[src/design/signal_led_regs.vh]
// Register map, field layout, reset values and timing constants of the signaling LED block
`ifndef SIGNAL_LED_REGS_VH
`define SIGNAL_LED_REGS_VH

// ==================================================================
// Register byte offsets
`define RED_CTRL_OFS        8'h00
`define GREEN_CTRL_OFS      8'h04
`define BLUE_CTRL_OFS       8'h08
`define BOOST_CTRL_OFS      8'h0c
`define APPLIED_DUTY_OFS    8'h10

// ==================================================================
// Channel control fields
`define LEVEL_LSB           0
`define LEVEL_MSB           2
`define DUTY_LSB            3
`define DUTY_MSB            8
`define RAMP_BIT            9
`define PERIOD_LSB          10
`define PERIOD_MSB          11
`define LED_BOOST_BIT       12
`define CHAN_CTRL_RESET     13'h0000

// Boost control fields
`define GENERAL_BOOST_BIT   0
`define USB_BOOST_BIT       1
`define BOOST_CTRL_RESET    2'h0

// ==================================================================
// Timing
`define PCLK_HZ             200000000
`define SLOT_HZ             8192
`define RAMP_STEP_HZ        64
`define PWM_STEPS           32
`define DUTY_FULL           6'h20
`define RAMP_STEP_SLOTS     (`SLOT_HZ / `RAMP_STEP_HZ)
`define SLOT_DIV            (`PCLK_HZ / `SLOT_HZ)
`define PER_FAST_SHIFT      0
`define PER_8HZ_SHIFT       5
`define PER_1S_SHIFT        8
`define PER_2S_SHIFT        9

`endif

[src/design/led_channel.v]
// One signaling LED channel: duty ramp and PWM generator
`timescale 1ns/1ps
`include "signal_led_regs.vh"
module led_channel (
   input  wire       pclk,
   input  wire       presetn,
   input  wire [5:0] chan_duty_code,
   input  wire       chan_ramp_enable,
   input  wire [1:0] chan_blink_period,
   input  wire       slot_en,
   input  wire       ramp_step,
   output reg  [5:0] applied_duty,
   output reg        sink_on
);

   // ==================================================================
   // Target duty from the code
   wire [5:0] target;
   wire       ramping;
   reg  [4:0] slot;
   reg  [5:0] next_applied;

   assign target  = chan_duty_code[5] ? `DUTY_FULL : {1'b0, chan_duty_code[4:0]};
   assign ramping = chan_ramp_enable && (chan_blink_period == 2'b00);

   // ==================================================================
   // Applied duty
   always @* begin
      next_applied = applied_duty;
      if (!ramping) begin
         next_applied = target;
      end else if (ramp_step) begin
         if (applied_duty < target) begin
            next_applied = applied_duty + 6'h01;
         end else if (applied_duty > target) begin
            next_applied = applied_duty - 6'h01;
         end
      end
   end

   always @(posedge pclk or negedge presetn) begin
      if (!presetn) begin
         applied_duty <= 6'h00;
      end else begin
         applied_duty <= next_applied;
      end
   end

   // ==================================================================
   // PWM slot counter, 32 slots per period
   always @(posedge pclk or negedge presetn) begin
      if (!presetn) begin
         slot    <= 5'h00;
         sink_on <= 1'b0;
      end else begin
         if (slot_en) begin
            slot <= slot + 5'h01;
         end
         sink_on <= ({1'b0, slot} < applied_duty);
      end
   end

endmodule

[src/design/signal_led_pwm_ramp_blink.v]
// Top of the signaling LED block: APB registers, timebase and three channels
`timescale 1ns/1ps
`include "signal_led_regs.vh"
module signal_led_pwm_ramp_blink #(
   parameter SLOT_DIV = `SLOT_DIV
) (
   input  wire        pclk,
   input  wire        presetn,
   input  wire        psel,
   input  wire        penable,
   input  wire        pwrite,
   input  wire [7:0]  paddr,
   input  wire [31:0] pwdata,
   output reg  [31:0] prdata,
   output wire        pready,
   output wire        pslverr,
   output wire [2:0]  red_current_level,
   output wire [2:0]  green_current_level,
   output wire [2:0]  blue_current_level,
   output wire        red_sink_on,
   output wire        green_sink_on,
   output wire        blue_sink_on,
   output reg         boost_converter_enable
);

   // ==================================================================
   // Register storage
   reg  [12:0] red_signal_channel;
   reg  [11:0] green_signal_channel;
   reg  [12:0] blue_signal_channel;
   reg  [1:0]  boost_ctrl;
   wire [5:0]  red_applied;
   wire [5:0]  green_applied;
   wire [5:0]  blue_applied;

   // ==================================================================
   // APB decode
   wire       wr_access;
   wire       setup;
   reg        addr_hit;
   reg [31:0] next_prdata;

   assign setup     = psel && !penable;
   assign wr_access = psel && penable && pwrite && addr_hit;
   assign pready    = 1'b1;
   assign pslverr   = psel && penable && !addr_hit;

   always @* begin
      case (paddr)
         `RED_CTRL_OFS:     addr_hit = 1'b1;
         `GREEN_CTRL_OFS:   addr_hit = 1'b1;
         `BLUE_CTRL_OFS:    addr_hit = 1'b1;
         `BOOST_CTRL_OFS:   addr_hit = 1'b1;
         `APPLIED_DUTY_OFS: addr_hit = 1'b1;
         default:           addr_hit = 1'b0;
      endcase
   end

   // ==================================================================
   // Register writes
   always @(posedge pclk or negedge presetn) begin
      if (!presetn) begin
         red_signal_channel   <= `CHAN_CTRL_RESET;
         green_signal_channel <= 12'h000;
         blue_signal_channel  <= `CHAN_CTRL_RESET;
         boost_ctrl           <= `BOOST_CTRL_RESET;
      end else if (wr_access) begin
         case (paddr)
            `RED_CTRL_OFS: begin
               red_signal_channel <= {1'b0, pwdata[`PERIOD_MSB:`LEVEL_LSB]};
            end
            `GREEN_CTRL_OFS: begin
               green_signal_channel <= pwdata[`PERIOD_MSB:`LEVEL_LSB];
            end
            `BLUE_CTRL_OFS: begin
               blue_signal_channel <= pwdata[`LED_BOOST_BIT:`LEVEL_LSB];
            end
            `BOOST_CTRL_OFS: begin
               boost_ctrl <= pwdata[`USB_BOOST_BIT:`GENERAL_BOOST_BIT];
            end
            default: begin
               boost_ctrl <= boost_ctrl;
            end
         endcase
      end
   end

   // ==================================================================
   // Read data, captured in the setup cycle
   always @* begin
      case (paddr)
         `RED_CTRL_OFS:     next_prdata = {19'h00000, red_signal_channel};
         `GREEN_CTRL_OFS:   next_prdata = {20'h00000, green_signal_channel};
         `BLUE_CTRL_OFS:    next_prdata = {19'h00000, blue_signal_channel};
         `BOOST_CTRL_OFS:   next_prdata = {30'h00000000, boost_ctrl};
         `APPLIED_DUTY_OFS: next_prdata = {10'h000, blue_applied, 2'h0, green_applied, 2'h0, red_applied};
         default:           next_prdata = 32'h00000000;
      endcase
   end

   always @(posedge pclk or negedge presetn) begin
      if (!presetn) begin
         prdata <= 32'h00000000;
      end else if (setup && !pwrite) begin
         prdata <= next_prdata;
      end
   end

   // ==================================================================
   // Boost converter enable
   always @(posedge pclk or negedge presetn) begin
      if (!presetn) begin
         boost_converter_enable <= 1'b0;
      end else begin
         boost_converter_enable <= boost_ctrl[`GENERAL_BOOST_BIT] | boost_ctrl[`USB_BOOST_BIT] |
                                   blue_signal_channel[`LED_BOOST_BIT];
      end
   end

   // ==================================================================
   // Timebase: slot tick at 8192 Hz and derived enables
   reg  [15:0] div_cnt;
   reg  [9:0]  tick_cnt;
   reg         tick;
   wire        en_8hz;
   wire        en_1s;
   wire        en_2s;
   wire        ramp_step;

   always @(posedge pclk or negedge presetn) begin
      if (!presetn) begin
         div_cnt  <= 16'h0000;
         tick     <= 1'b0;
         tick_cnt <= 10'h000;
      end else begin
         if (div_cnt == SLOT_DIV[15:0] - 16'h0001) begin
            div_cnt <= 16'h0000;
            tick    <= 1'b1;
         end else begin
            div_cnt <= div_cnt + 16'h0001;
            tick    <= 1'b0;
         end
         if (tick) begin
            tick_cnt <= tick_cnt + 10'h001;
         end
      end
   end

   assign en_8hz    = tick && (tick_cnt[`PER_8HZ_SHIFT-1:0] == 5'h00);
   assign en_1s     = tick && (tick_cnt[`PER_1S_SHIFT-1:0] == 8'h00);
   assign en_2s     = tick && (tick_cnt[`PER_2S_SHIFT-1:0] == 9'h000);
   assign ramp_step = tick && (tick_cnt[6:0] == 7'h00);

   function slot_sel;
      input [1:0] per;
      input       t;
      input       e8;
      input       e1;
      input       e2;
      begin
         case (per)
            2'b00:   slot_sel = t;
            2'b01:   slot_sel = e8;
            2'b10:   slot_sel = e1;
            2'b11:   slot_sel = e2;
            default: slot_sel = t;
         endcase
      end
   endfunction

   // ==================================================================
   // Channels; sink on pulls the output low, so it doubles as open-drain or PWM
   assign red_current_level   = red_signal_channel[`LEVEL_MSB:`LEVEL_LSB];
   assign green_current_level = green_signal_channel[`LEVEL_MSB:`LEVEL_LSB];
   assign blue_current_level  = blue_signal_channel[`LEVEL_MSB:`LEVEL_LSB];

   led_channel u_red (
      .pclk              (pclk),
      .presetn           (presetn),
      .chan_duty_code    (red_signal_channel[`DUTY_MSB:`DUTY_LSB]),
      .chan_ramp_enable  (red_signal_channel[`RAMP_BIT]),
      .chan_blink_period (red_signal_channel[`PERIOD_MSB:`PERIOD_LSB]),
      .slot_en           (slot_sel(red_signal_channel[`PERIOD_MSB:`PERIOD_LSB], tick, en_8hz, en_1s, en_2s)),
      .ramp_step         (ramp_step),
      .applied_duty      (red_applied),
      .sink_on           (red_sink_on)
   );

   led_channel u_green (
      .pclk              (pclk),
      .presetn           (presetn),
      .chan_duty_code    (green_signal_channel[`DUTY_MSB:`DUTY_LSB]),
      .chan_ramp_enable  (green_signal_channel[`RAMP_BIT]),
      .chan_blink_period (green_signal_channel[`PERIOD_MSB:`PERIOD_LSB]),
      .slot_en           (slot_sel(green_signal_channel[`PERIOD_MSB:`PERIOD_LSB], tick, en_8hz, en_1s, en_2s)),
      .ramp_step         (ramp_step),
      .applied_duty      (green_applied),
      .sink_on           (green_sink_on)
   );

   led_channel u_blue (
      .pclk              (pclk),
      .presetn           (presetn),
      .chan_duty_code    (blue_signal_channel[`DUTY_MSB:`DUTY_LSB]),
      .chan_ramp_enable  (blue_signal_channel[`RAMP_BIT]),
      .chan_blink_period (blue_signal_channel[`PERIOD_MSB:`PERIOD_LSB]),
      .slot_en           (slot_sel(blue_signal_channel[`PERIOD_MSB:`PERIOD_LSB], tick, en_8hz, en_1s, en_2s)),
      .ramp_step         (ramp_step),
      .applied_duty      (blue_applied),
      .sink_on           (blue_sink_on)
   );

endmodule

[config.mk]
export PLATFORM = sky130hd
export DESIGN_NAME = signal_led_pwm_ramp_blink
export DESIGN_NICKNAME = d
export VERILOG_FILES = /design/src/design/led_channel.v /design/src/design/signal_led_pwm_ramp_blink.v
export VERILOG_INCLUDE_DIRS = /design/src /design/src/design
export SDC_FILE = /design/constraint.sdc
export NUM_CORES = 1
export LEC_CHECK = 0
export BUFFER_PORTS_ARGS = -buffer_cell sky130_fd_sc_hd__buf_2
export CAP_MARGIN = 15
export CORE_MARGIN = 8
export CORE_UTILIZATION = 54
export CTS_BUF_LIST = sky130_fd_sc_hd__clkbuf_8
export CTS_CLUSTER_SIZE = 20
export DETAILED_ROUTE_END_ITERATION = 8
export PLACE_DENSITY = 0.77
export SETUP_SLACK_MARGIN = 0.05
export SYNTH_ARGS = -nofsm -noshare
export SYNTH_HDL_FRONTEND = slang
export SYNTH_SLANG_ARGS = --single-unit
[constraint.sdc]
create_clock -name pclk -period 2.65 [get_ports pclk]
set_clock_uncertainty 0.05 [all_clocks]
set_input_delay 0.3975 -clock pclk [delete_from_list [all_inputs] [get_ports pclk]]
set_output_delay 0.3975 -clock pclk [all_outputs]
set_load 0.005 [all_outputs]
==> impl_metrics.ini <==
[sta]
worst_pin_slew_ns = 0.7743
slew_violations = 0
fin_ws_ns = -0.1585
fmax_ghz = 0.3561
fin_crit_ns = 2.809
setup_viol = 5
hold_viol = 0
grt_setup_unrepaired = true
slew_headroom_pct = 48.28
post-route-period-util_pct = 106.0

[finish]
drive_above_1_share_pct = 37.55
synthToLayoutAreaGrowth_pct = 29.14
design_area_um2 = 9110
num_antenna_cells = 0
nets = 907
layout_common_cells = 122 x dfrtp_1, 85 x buf_4, 58 x buf_2, 48 x nand2_1
mostFrequentLayoutCell = dfrtp_1

[cts]
clkTransAtPathRegs_ns = 0.08
cts_tree = yes
clock_path_buffers = 2
cts_made_buffers = 17
cts_htree_levels = 4
cts_sinks = 122
clk_latency_ns = 0.45
cts-root-buf = clkbuf_8

[power_and_ir_drop]
p_total_mw = 4.871
p_per_area_nw_per_um2 = 534.7
ir_drop_v = 0.0003923
p_leak_nw = 4.360

[floorplanning]
die-area_um2 = 16980
ios = 92
die_w_um = 130.3
num_rows = 41
core_area_um2 = 12670
initial_core_util_pct = 55.67
die_h_um = 130.3

[run_status]
violations = setup timing
status = finished, violations left

[worst_setup_path]
path_buf_inv = 2
r2r_end = u_red.applied_duty[5]
worstSetupStartpointType = register
crit_path_frequent_cell = ha_4
cp.arrival_ns = 3.09
r2r-start = red_signal_channel[8]
reg2reg_depth = 13
critPathMaxStageDelay_ns = 0.41
crit_path_cell_trace = clkinv_4 > buf_12 > ha_4 > and4_4 > o21ai_4 > nand3_4 > ha_4 > a211oi_2 > o21bai_1 > a21oi_2 > xor2_1 > mux2i_1 > or3_1
end_kind = register
cp_top_family = simple AND/OR/NAND/NOR gates
cp_max_fo = 6
path_class = reg -> reg
required_ns = 2.93
r2r_setup_slack_ns = -0.16
crit_path_top_delay_cell = dfrtp_1

[logic_synthesis]
yosysWarningCount = 0
syn-instance-count = 673
synth_top_area_share_pct = 43.28
ys.flop_type = dfrtp_1
ys_types = 54
synth.cell_area_um2 = 7054
synth.avg_cell_area_um2 = 10.48
synth_seq_cells = 122
ys_seq_area_share_pct = 43.28
synthTopCellsByArea = dfrtp_1 43%, ha_1 8.7%, mux2_2 6.7%, xnor2_1 4.1%, a21oi_1 3.4%
synth-edff-count = 0
async_flop_share_pct = 100.0
yosys.area.top_type = dfrtp_1

[global_route]
grt-ovfl-total = 0
antenna_found_initial = 0
globalRouteTotalUtil_pct = 22.13
grt_pass1_wl_mm = 29.19
grt_pass1_vias = 5880
grt_max_degree = 63

[place]
portBuffers = 59
gp_congestion = 0.8841
dp_hpwl_mm = 12.47
dpl_cell_area_um2 = 8029
pre_cts_ws_ns = -0.3768

[drt]
vias = 5676
wirelength_mm = 18.19
wl_per_cell_um = 18.28
dr.pass1.iters = 5
postRouteAntennaNets = 0
drt-initial-drc-count = 442
drt_drc_violations_left = 0
routed_via_density = 5.705

[hold_path]
whs_path_depth = 2
min-delay-start = pwdata[12]
hold_class = in -> reg
hold_path_end = blue_signal_channel[12]

[job]
drv_cap = 0
[report_power, final]
group / switching (mW) / total [mW] / internal [mW]
clock: 0.763 / 2.05 / 1.29
sequential: 0.0684 / 2.01 / 1.94
combinational: 0.382 / 0.816 / 0.434
[worst max path at each step]
stage | startpoint | end | slack, ns | cells after the start
after detailed placement | red_signal_channel[8] | u_red.applied_duty[5] | -0.38 | 13
final | red_signal_channel[8] | u_red.applied_duty[5] | -0.16 | 13
after global placement | red_signal_channel[8] | u_red.applied_duty[5] | -0.21 | 13
after CTS | green_signal_channel[8] | u_green.applied_duty[5] | -0.20 | 13
after floorplan | green_signal_channel[8] | u_green.applied_duty[5] | -0.12 | 13
after global routing | green_signal_channel[8] | u_green.applied_duty[5] | -0.32 | 13
[sequential cells by signal (all words and copies together), names as in the netlist]
signal                  flops
blue_signal_channel        13
boost_converter_enable      1
boost_ctrl                  2
div_cnt                    16
green_signal_channel       12
prdata                     20
red_signal_channel         12
tick                        1
tick_cnt                    9
u_blue.applied_duty         6
u_blue.sink_on              1
u_blue.slot                 5
u_green.applied_duty        6
u_green.sink_on             1
u_green.slot                5
u_red.applied_duty          6
u_red.sink_on               1
u_red.slot                  5
[per-layer routing]
layer | vias to the layer above | GRT usage [%] | wire (um)
met5 | - | 0 | 0
met4 | 0 | 8.880 | 541
met1 | 2812 | 26.17 | 7193
met2 | 183 | 37.39 | 9192
met3 | 50 | 6.079 | 1265
li1 | 2631 | - | -
[what timing repair did]
item                       in CTS  in global routing
setup buffers                  15                  6
setup endpoints to repair      11                 10
hold endpoints to repair       38                  0
hold buffers                    1                  0
pin swaps                      47                 39
resized for setup              58                 21
[cell families after synthesis]
logic type,synth area share [%]
simple gates,14.01
compound gates,12.77
flops,43.28
buf+inv,5.073
mux,9.134
fa+ha+maj,9.542
xor+xnor,6.084
other cells,0.1065
[cell usage after synthesis, types with 4 or more instances]
master and instances:
buf_2 10, nand4_1 14, nor2b_1 9, nor2_1 37
mux2_2 42, mux2i_1 16, buf_4 24, a22oi_1 10
nand2_1 57, nor3_1 5, and3_1 8, dfrtp_1 122
xor2_1 16, nand3_1 20, a21oi_1 48, o21ai_0 32
xnor2_1 33, nand2b_1 4, clkbuf_1 10, and4_1 4
a21o_1 22, ha_1 49, inv_1 18, nand3b_1 4
a22o_1 7
[area by class of cell]
type,count,area [um^2]
Multi-Input combinational cell,496,4198
Fill cell,863,3561
Sequential cell,122,3053
Timing Repair Buffer,152,1055
Clock buffer,20,275.3
Clock inverter,12,220.2
Tap cell,172,215.2
Inverter,21,93.84
[metrics by stage]
step           instances  hold slack, ns  utilization [%]  TNS (ns)
5_1_grt              995          0.1229            71.90    -1.342
4_1_cts              990          0.1239            70.68   -0.4976
3_5_place_dp         942          0.3625            63.37    -1.551
2_1_floorplan        684         0.05191                -   -0.2777
6_report             995          0.1425            71.90   -0.5947
3_3_place_gp         942          0.3481            63.37   -0.8106
(Power assumes the default switching activity.)
